[config.mk]
export PLATFORM = sky130hd
export DESIGN_NAME = pbw_wiper_ctrl
export DESIGN_NICKNAME = d
export VERILOG_FILES = /design/src/rtl/pbw_pkg.sv /design/src/rtl/pbw_nv_store.sv /design/src/rtl/pbw_wiper_ctrl.sv
export SDC_FILE = /design/constraint.sdc
export NUM_CORES = 1
export LEC_CHECK = 0
export ABC_CLOCK_PERIOD_IN_PS = 16350
export BUFFER_PORTS_ARGS = -buffer_cell sky130_fd_sc_hd__buf_2
export CORE_MARGIN = 3
export CORE_UTILIZATION = 50
export CTS_BUF_LIST = sky130_fd_sc_hd__clkbuf_8
export CTS_CLUSTER_SIZE = 16
export DETAILED_ROUTE_END_ITERATION = 12
export GPL_TIMING_DRIVEN = 0
export PLACE_DENSITY = 0.68
export SLEW_MARGIN = 20
export SYNTH_ARGS = -nofsm -noshare
export SYNTH_HDL_FRONTEND = slang
export SYNTH_HIERARCHICAL = 1
export SYNTH_SLANG_ARGS = --single-unit
[constraint.sdc]
create_clock -name clk -period 16.35 [get_ports clk]
set_clock_uncertainty 0.1 [all_clocks]
set_input_delay 0 -clock clk [delete_from_list [all_inputs] [get_ports clk]]
set_output_delay 0 -clock clk [all_outputs]
set_load 0.02 [all_outputs]
[src/rtl/pbw_pkg.sv]
// Purpose: shared constants and carriers for the pushbutton wiper stepper
// Assumes: 20 MHz system clock
// Notes: timing figures are kept in their own unit, counts derived here
package pbw_pkg;
    localparam int CLK_HZ = 20000000;
    localparam int TAP_COUNT = 64;
    localparam int POS_W = 6;
    // Times as printed
    localparam int DEBOUNCE_MS = 1;
    localparam int GAP_MS = 1;
    localparam int HOLD_MS = 1000;
    localparam int REPEAT_MS = 100;
    localparam int IDLE_MS = 1000;
    localparam int STORE_MS = 2000;
    localparam int DETECT_US = 10;
    localparam int DIG_PULSE_US = 1;
    // Derived cycle counts (integer division truncates, no rounding up)
    localparam int DEBOUNCE_CYC = (CLK_HZ / 1000) * DEBOUNCE_MS;
    localparam int GAP_CYC = (CLK_HZ / 1000) * GAP_MS;
    localparam int HOLD_CYC = (CLK_HZ / 1000) * HOLD_MS;
    localparam int REPEAT_CYC = (CLK_HZ / 1000) * REPEAT_MS;
    localparam int IDLE_CYC = (CLK_HZ / 1000) * IDLE_MS;
    localparam int STORE_CYC = (CLK_HZ / 1000) * STORE_MS;
    localparam int DETECT_CYC = (CLK_HZ / 1000000) * DETECT_US;
    // Contact filter length over digital filter length
    localparam int DIG_RATIO = (DEBOUNCE_MS * 1000) / DIG_PULSE_US;
    // Endurance of the store
    localparam int WEAR_LIMIT = 80000;
    localparam logic [5:0] POS_RESET = 6'h00;
    localparam int CHG_BIT = 3; // fourth least significant bit

    // Step request from an input channel
    typedef struct packed {
        logic fire;   // one-cycle step request
        logic start;  // one-cycle first step of an activity
    } pbw_step_t;
endpackage

[src/rtl/pbw_nv_store.sv]
// Purpose: small nonvolatile-style position store with wear counter
// Assumes: contents survive rst_b (no reset on the memory word)
// Notes: read data come from a register; writes stop landing after wear-out
`timescale 1ns/1ps
`default_nettype none
module pbw_nv_store #(
    parameter int POS_W = 6,
    parameter int WEAR_LIMIT = 80000
) (
    input wire logic clk,               // System clock
    input wire logic rst_b,             // Async reset, active low
    input wire logic ce,                // Clock enable
    input wire logic wrEn,              // Write strobe
    input wire logic [POS_W-1:0] wrData, // Position to record
    output logic [POS_W-1:0] rdData     // Registered recorded position
);
    initial begin
        if (POS_W < 1 || WEAR_LIMIT < 1) begin
            $error("pbw_nv_store: bad parameters");
        end
    end

    // ==========================================================
    // Cell and wear counter
    // ==========================================================
    logic [POS_W-1:0] cell_q = '0; // Blank store reads as tap zero
    logic [POS_W-1:0] cell_d;
    logic [31:0] wear_q, wear_d;
    logic [POS_W-1:0] rd_q, rd_d;

    // Worn cells keep their last content, device still runs
    always_comb begin
        cell_d = cell_q;
        wear_d = wear_q;
        rd_d = cell_q;
        if (wrEn && wear_q < 32'(WEAR_LIMIT)) begin
            cell_d = wrData;
            wear_d = wear_q + 32'h1;
        end
    end

    // Cell is not reset: it models retention across power loss
    always_ff @(posedge clk) begin
        if (ce) begin
            cell_q <= cell_d;
        end
    end

    always_ff @(posedge clk or negedge rst_b) begin
        if (!rst_b) begin
            wear_q <= 32'h0;
            rd_q <= '0;
        end else if (ce) begin
            wear_q <= wear_d;
            rd_q <= rd_d;
        end
    end

    assign rdData = rd_q;
endmodule
`default_nettype wire

[src/rtl/pbw_wiper_ctrl.sv]
// Purpose: pulse-width driven 64-tap wiper stepper with position store
// Assumes: inputs synchronous to clk; rst_b is the power-on event
// Notes: analogue ladder not modelled; wiper position is the output
`timescale 1ns/1ps
`default_nettype none
module pbw_wiper_ctrl #(
    parameter int DEB_CYC = pbw_pkg::DEBOUNCE_CYC,
    parameter int HOLD_CYC = pbw_pkg::HOLD_CYC,
    parameter int REP_CYC = pbw_pkg::REPEAT_CYC,
    parameter int IDLE_CYC = pbw_pkg::IDLE_CYC,
    parameter int STORE_CYC = pbw_pkg::STORE_CYC
) (
    input wire logic clk,            // System clock, 20 MHz
    input wire logic rst_b,          // Power-on reset, active low
    input wire logic ce,             // Clock enable, freezes all state
    input wire logic upContactN,     // Up contact input, active low
    input wire logic downContactN,   // Down contact input, active low
    input wire logic digitalStepN,   // Digital step input, active low
    output logic [5:0] wiperPos,     // Wiper tap, 0..63
    output logic singleMode,         // High in single-button mode
    output logic modeValid,          // Mode detection complete
    output logic storeBusy           // Store write pending
);
    initial begin
        if (DEB_CYC < 1 || HOLD_CYC < 1 || REP_CYC < 1 || IDLE_CYC < 1
            || STORE_CYC < 1) begin
            $error("pbw_wiper_ctrl: counts must be positive");
        end
    end

    typedef enum logic [1:0] {ST_LOAD, ST_DETECT, ST_RUN} pbw_state_t;

    // Digital line accepts a low after the shorter least pulse width
    localparam int DIG_CYC = (DEB_CYC >= pbw_pkg::DIG_RATIO)
        ? DEB_CYC / pbw_pkg::DIG_RATIO : 1;

    // ==========================================================
    // Helpers
    // ==========================================================
    // Saturating count-up toward a limit
    function automatic logic [31:0] cnt_up(input logic [31:0] c,
                                           input int lim);
        return (c < 32'(lim)) ? c + 32'h1 : c;
    endfunction

    // Channel step engine: pulse start, hold and repeat timing
    function automatic logic [31:0] hold_next(input logic act,
                                              input logic [31:0] c);
        return act ? c + 32'h1 : 32'h0;
    endfunction

    function automatic logic rep_fire(input logic act,
                                      input logic [31:0] c);
        logic [31:0] t;
        t = 32'h0;
        if (!act) begin
            return 1'b0;
        end
        if (c == 32'h0) begin
            return 1'b1;
        end
        if (c < 32'(HOLD_CYC)) begin
            return 1'b0;
        end
        t = c - 32'(HOLD_CYC);
        return (t % 32'(REP_CYC)) == 32'(REP_CYC - 1);
    endfunction

    // Short low on the digital line; every release keeps the full gap
    function automatic logic [31:0] deb_lim(input int ch,
                                            input logic low);
        return (ch == 2 && low) ? 32'(DIG_CYC - 1)
                                : 32'(DEB_CYC - 1);
    endfunction

    // ==========================================================
    // Debounce and pulse-merge filters
    // ==========================================================
    // Apart from a digital low (DIG_CYC), a level is accepted only after it stays steady for DEB_CYC, so
    // contact bounce and gaps under 1 ms never form new pulses
    logic [2:0] rawAct;
    logic [2:0] act_q, act_d;
    logic [31:0] deb_q [3], deb_d [3];
    assign rawAct = {~digitalStepN, ~downContactN, ~upContactN};

    always_comb begin
        for (int i = 0; i < 3; i++) begin
            act_d[i] = act_q[i];
            deb_d[i] = 32'h0;
            if (rawAct[i] != act_q[i]) begin
                deb_d[i] = deb_q[i] + 32'h1;
                if (deb_q[i] >= deb_lim(i, rawAct[i])) begin
                    act_d[i] = rawAct[i];
                    deb_d[i] = 32'h0;
                end
            end
        end
    end

    always_ff @(posedge clk or negedge rst_b) begin
        if (!rst_b) begin
            act_q <= 3'h0;
            for (int i = 0; i < 3; i++) begin
                deb_q[i] <= 32'h0;
            end
        end else if (ce) begin
            act_q <= act_d;
            deb_q <= deb_d;
        end
    end

    // ==========================================================
    // Hold timers and step requests per channel
    // ==========================================================
    logic [31:0] hold_q [3], hold_d [3];
    pbw_pkg::pbw_step_t req [3];

    always_comb begin
        for (int i = 0; i < 3; i++) begin
            hold_d[i] = hold_next(act_q[i], hold_q[i]);
            req[i].fire = rep_fire(act_q[i], hold_q[i]);
            req[i].start = act_q[i] && hold_q[i] == 32'h0;
        end
    end

    always_ff @(posedge clk or negedge rst_b) begin
        if (!rst_b) begin
            for (int i = 0; i < 3; i++) begin
                hold_q[i] <= 32'h0;
            end
        end else if (ce) begin
            hold_q <= hold_d;
        end
    end

    // ==========================================================
    // Power-up, mode detection and wiper movement
    // ==========================================================
    logic [5:0] pos_q, pos_d;
    logic dirUp_q, dirUp_d;
    logic single_q, single_d;
    logic valid_q, valid_d;
    logic [31:0] idle_q, idle_d;
    logic [2:0] det_q, det_d;
    pbw_state_t st_q, st_d;
    logic [5:0] nvRd;

    // Digital stream shares the single-button direction rules; it is
    // faster only because its filter takes a much shorter low, while
    // gaps still need the full contact filter so pulses stay separate
    always_comb begin
        logic anyFire;
        logic oneFire;
        logic oneStart;
        anyFire = 1'b0;
        oneFire = 1'b0;
        oneStart = 1'b0;
        pos_d = pos_q;
        dirUp_d = dirUp_q;
        single_d = single_q;
        valid_d = valid_q;
        st_d = st_q;
        det_d = det_q;
        idle_d = idle_q;
        case (st_q)
            ST_LOAD: begin
                // Wait one cycle for the registered store read
                st_d = ST_DETECT;
            end
            ST_DETECT: begin
                pos_d = nvRd;
                // Down tied high (inactive) at power-up: single mode
                single_d = downContactN;
                det_d = det_q + 3'h1;
                if (det_q == 3'h3) begin
                    valid_d = 1'b1;
                    st_d = ST_RUN;
                end
            end
            ST_RUN: begin
                // Single-direction stream: up contact (single) and digital
                oneFire = req[2].fire || (single_q && req[0].fire);
                oneStart = req[2].start || (single_q && req[0].start);
                anyFire = act_q[2] || (single_q && act_q[0]);
                idle_d = anyFire ? 32'h0 : cnt_up(idle_q, IDLE_CYC);
                if (!single_q && req[0].fire) begin
                    pos_d = (pos_q == 6'h3F) ? pos_q : pos_q + 6'h1;
                    dirUp_d = 1'b1;
                end else if (!single_q && req[1].fire) begin
                    pos_d = (pos_q == 6'h00) ? pos_q : pos_q - 6'h1;
                    dirUp_d = 1'b0;
                end else if (oneFire) begin
                    logic up;
                    up = dirUp_q;
                    // New activity after idle runs opposite to last
                    if (oneStart && idle_q >= 32'(IDLE_CYC)) begin
                        up = ~dirUp_q;
                    end
                    // At an end, turn around instead of wrapping
                    if (up && pos_q == 6'h3F) begin
                        up = 1'b0;
                    end else if (!up && pos_q == 6'h00) begin
                        up = 1'b1;
                    end
                    pos_d = up ? pos_q + 6'h1 : pos_q - 6'h1;
                    dirUp_d = up;
                end
            end
            default: st_d = ST_LOAD;
        endcase
    end

    always_ff @(posedge clk or negedge rst_b) begin
        if (!rst_b) begin
            pos_q <= pbw_pkg::POS_RESET;
            dirUp_q <= 1'b0;
            single_q <= 1'b0;
            valid_q <= 1'b0;
            idle_q <= 32'(IDLE_CYC);
            det_q <= 3'h0;
            st_q <= ST_LOAD;
        end else if (ce) begin
            pos_q <= pos_d;
            dirUp_q <= dirUp_d;
            single_q <= single_d;
            valid_q <= valid_d;
            idle_q <= idle_d;
            det_q <= det_d;
            st_q <= st_d;
        end
    end

    // ==========================================================
    // Store update policy
    // ==========================================================
    // Timer restarts on each move, so a write lands only after the
    // wiper has rested for the full delay; fewer writes, less wear
    logic [5:0] stored_q, stored_d;
    logic first_q, first_d;
    logic pend_q, pend_d;
    logic [31:0] stc_q, stc_d;
    logic nvWr;

    always_comb begin
        stored_d = stored_q;
        first_d = first_q;
        pend_d = pend_q;
        stc_d = stc_q;
        nvWr = 1'b0;
        if (st_q == ST_DETECT) begin
            stored_d = nvRd;
        end else if (st_q == ST_RUN) begin
            if (pos_d != pos_q) begin
                stc_d = 32'h0;
                // First change always; later only on coarse move
                pend_d = first_q
                    || (pos_d[5:pbw_pkg::CHG_BIT]
                        != stored_q[5:pbw_pkg::CHG_BIT]);
            end else if (pend_q) begin
                stc_d = cnt_up(stc_q, STORE_CYC);
                if (stc_q >= 32'(STORE_CYC - 1)) begin
                    nvWr = 1'b1;
                    pend_d = 1'b0;
                    first_d = 1'b0;
                    stored_d = pos_q;
                end
            end
        end
    end

    always_ff @(posedge clk or negedge rst_b) begin
        if (!rst_b) begin
            stored_q <= pbw_pkg::POS_RESET;
            first_q <= 1'b1;
            pend_q <= 1'b0;
            stc_q <= 32'h0;
        end else if (ce) begin
            stored_q <= stored_d;
            first_q <= first_d;
            pend_q <= pend_d;
            stc_q <= stc_d;
        end
    end

    pbw_nv_store #(
        .POS_W(pbw_pkg::POS_W),
        .WEAR_LIMIT(pbw_pkg::WEAR_LIMIT)
    ) u_store (
        .clk(clk),
        .rst_b(rst_b),
        .ce(ce),
        .wrEn(nvWr),
        .wrData(pos_q),
        .rdData(nvRd)
    );

    assign wiperPos = pos_q;
    assign singleMode = single_q;
    assign modeValid = valid_q;
    assign storeBusy = pend_q;
endmodule
`default_nettype wire

==> impl_metrics.tcl <==
set metrics [dict create \
    status "complete, but fails checks" \
    violations "negative setup slack" \
    drt_iter0_markers 3621 \
    grt_max_degree 95 \
    wl_per_cell_um 18.9 \
    setup-tns-final_ns -35.43 \
    synthSimpleGateAreaFrac 0.293 \
    area_growth_pct 33.9 \
    arrival_ns 17.87 \
    via_count 43800 \
    grt.overflow.total 0 \
    via_per_inst 6.46 \
    path_clk_slew_ns 0.06 \
    synth-seq-area-share 0.210 \
    grt_use_total 0.280 \
    cts_buffers 55 \
    synthAdderAreaFrac 0.0182 \
    clockRootBuffer "clkbuf_8" \
    coreArea_mm2 0.0762 \
    end_kind "register" \
    async_reset_ff_frac 0.981 \
    synth_top_area_frac 0.199 \
    cap_viol_max_count 0 \
    avgSynthCellArea_um2 7.53 \
    syn_nets 5165 \
    worst_slew_pin_slew_ns 1.05 \
    cp.required_ns 16.57 \
    die_area_mm2 0.0805 \
    crit_path_max_incr_delay_ns 0.53 \
    start_util 0.506 \
    rsz0062_at_grt "true" \
    maxClockFrequency_ghz 0.0566 \
    setup_viol 58 \
    final_util 0.678 \
    mostFrequentLayoutCell "buf_4" \
    synth_top_cell_by_area "dfrtp_1" \
    max-vdd-ir-drop_mv 0.0734 \
    finalCritPeriodShare 1.08 \
    htreeDepth 2 \
    hp-class "in2reg" \
    yosys_register_bits 322 \
    cts_buffer_depth 3 \
    gp_congestion 0.903 \
    worstSkewPairLatency_ns 0.64 \
    fin_ws_ns -1.30 \
    synth_ff_type "dfrtp_1" \
    first_pass_iters 6 \
    cts_tree "yes" \
    period_minus_slack_ns 17.65 \
    cts_sinks 322 \
    dpl.hpwl_mm 84.8 \
    path_class "reg2reg" \
    io_buffers 14 \
    yosys-top-cells-area "dfrtp_1 20%, xnor2_1 6.8%, nor2_1 5.1%" \
    totalWireLength_mm 128 \
    ant_nets 0 \
    synth.cell_area_mm2 0.0386 \
    fp.dieH_um 284 \
    slew_headroom 0.299 \
    die_w_um 284 \
    final_layout_size_suffix_gt1_frac 0.291 \
    synth-edff-count 6 \
    netlist_instances 5123 \
    drc_errors 0 \
    powerDensity_mw_per_mm2 43.5 \
    cpMaxStageDelayCell "or4_4" \
    layout.cells.most_common_list "500 x buf_4, 497 x nor2_1, 436 x nand2_1" \
    hold_viol_final 0 \
    grt_antenna_before_repair 1 \
    grt_pass1_wl_mm 198 \
    synth_top_family_by_area "compound AO/OA/AOI/OAI gates" \
    leakage_nw 20.0 \
    drv_slew 0 \
    rows 101 \
    nFillCells 6052 \
    nNetsFinal 5747 \
    num_io_pins 15 \
    synth_compound_area_frac 0.302 \
    first_global_vias 39700 \
    cp_max_fo 7 \
    ys_warn_count 6 \
    synth_xor_xnor_area_share 0.105 \
    critPathLaunchType "register" \
    synthDistinctLibCells 150 \
    muxShareOfSynthArea 0.0277 \
]
repair_timing:
action / CTS / global route
hold buffers: 7 / 0
pin swaps: 183 / 303
hold endpoints to repair: 257 / 0
resized for setup: 417 / 555
endpoints found under the setup margin: 67 / 67
buffers inserted: 233 / 282
cloned: 3 / 8
kinds of logic (layout without fill, tap and decap cells):
family	count (synthesis)	in the layout
and+or+nand+nor	2219	2220
AOI/OAI and AO/OA	1597	1601
xor gates and xnor gates	456	456
buffers and inverters	367	987
DFF	322	322
muxes	101	102
adders and majority gates	61	61
other	0	1
per-layer routing:
metal / part of all wire / GRT usage
met1: 0.45 / 0.395
met2: 0.47 / 0.462
met3: 0.055 / 0.0235
met4: 0.025 / 0.0690
met5: 0 / 0
per-stage QoR:
| step | total power, mW | hold slack [ns] | std cells | worst slack, ns | area [um2] |
|---|---|---|---|---|---|
| after floorplan | 1.24 | -0.396 | 5123 | -0.0178 | 39900 |
| after global placement | 1.38 | 0.115 | 6167 | -3.69 | 41200 |
| after detailed placement | 1.39 | -0.173 | 6170 | -3.94 | 41300 |
| after CTS | 2.21 | 0.0391 | 6508 | -1.19 | 46900 |
| after global routing | 2.36 | 0.0757 | 6780 | -1.81 | 51700 |
| final | 2.25 | 0.0862 | 6780 | -1.30 | 51700 |
critical path: cells and delay by family (launching register included):
| family | cells | cell delay, ns |
|---|---|---|
| AO/OA/AOI/OAI | 34 | 8.81 |
| AND/OR/NAND/NOR | 18 | 4.72 |
| buffers and inverters | 12 | 1.83 |
| multiplexers | 3 | 0.80 |
| flip-flops | 1 | 0.44 |
| XOR/XNOR | 2 | 0.42 |
| adder cells (fa/ha/maj) | 1 | 0.18 |
synth_stat cells, types with 32 or more instances:
library cell,n
or2_2,57
nand2_1,464
nor2_1,527
nand4_1,96
xor2_1,150
o21ai_0,287
o21ai_1,34
buf_2,44
nand3_1,233
a21o_1,42
a211oi_1,71
dfrtp_1,307
clkbuf_1,138
o21a_1,53
a21oi_1,278
o22ai_1,42
nor2b_1,87
mux2_2,43
o31ai_1,45
or4_1,32
and3_1,115
ha_1,36
nand2b_1,46
nor3_1,194
a31oi_1,74
nor4_1,73
inv_1,122
mux2i_1,57
o211ai_1,80
and2_1,67
or3_1,87
xnor2_1,300
where the power goes:
part           switching [mW]  internal [mW]
registers              0.0430          0.836
logic                   0.354          0.228
clock network           0.340          0.447
total                   0.737           1.51
cell type report:
class,instances,area (um2),share of cell area
Clock inverter,28,214,0.00414
Clock buffer,73,1000,0.0195
Inverter,125,485,0.00940
Buffer,218,1340,0.0260
Timing Repair Buffer,543,4380,0.0848
Tap cell,1030,1290,0.0250
Sequential cell,322,8100,0.157
Antenna cell,1,2.50,0.0000484
Multi-Input combinational cell,4440,34800,0.674
sequential cells by signal, indices dropped and copies added, names as in the netlist:
signal and count:
modeValid 1, u_store/wear_q 32, u_store/cell_q 6, hold_q 96, dirUp_q 1, idle_q 32
singleMode 1, det_q 3, stored_q 3, first_q 1, wiperPos 6, u_store/rdData 6
st_q 2, deb_q 96, stc_q 32, act_q 3, storeBusy 1
path summary, 6_finish.rpt:
path                                                     start                              to  slack [ns]  cells past startpoint
max in group asynchronous                                rst_b            deb_q[2]$_DFFE_PN0P_       14.85                      5
min in group asynchronous                                rst_b             first_q$_DFFE_PN1P_        0.36                      3
worst min register to register  u_store/wear_q[28]$_DFFE_PN0P_  u_store/wear_q[28]$_DFFE_PN0P_        0.35                      1
worst max-delay path                    hold_q[73]$_DFFE_PN0P_     u_store/cell_q[2]$_DFFE_PP_       -1.30                     70
worst min-delay path                                upContactN            act_q[0]$_DFFE_PN0P_        0.09                      3
worst max register to register          hold_q[73]$_DFFE_PN0P_     u_store/cell_q[2]$_DFFE_PP_       -1.30                     70
No activity file was read; power rests on OpenSTA's default activity.
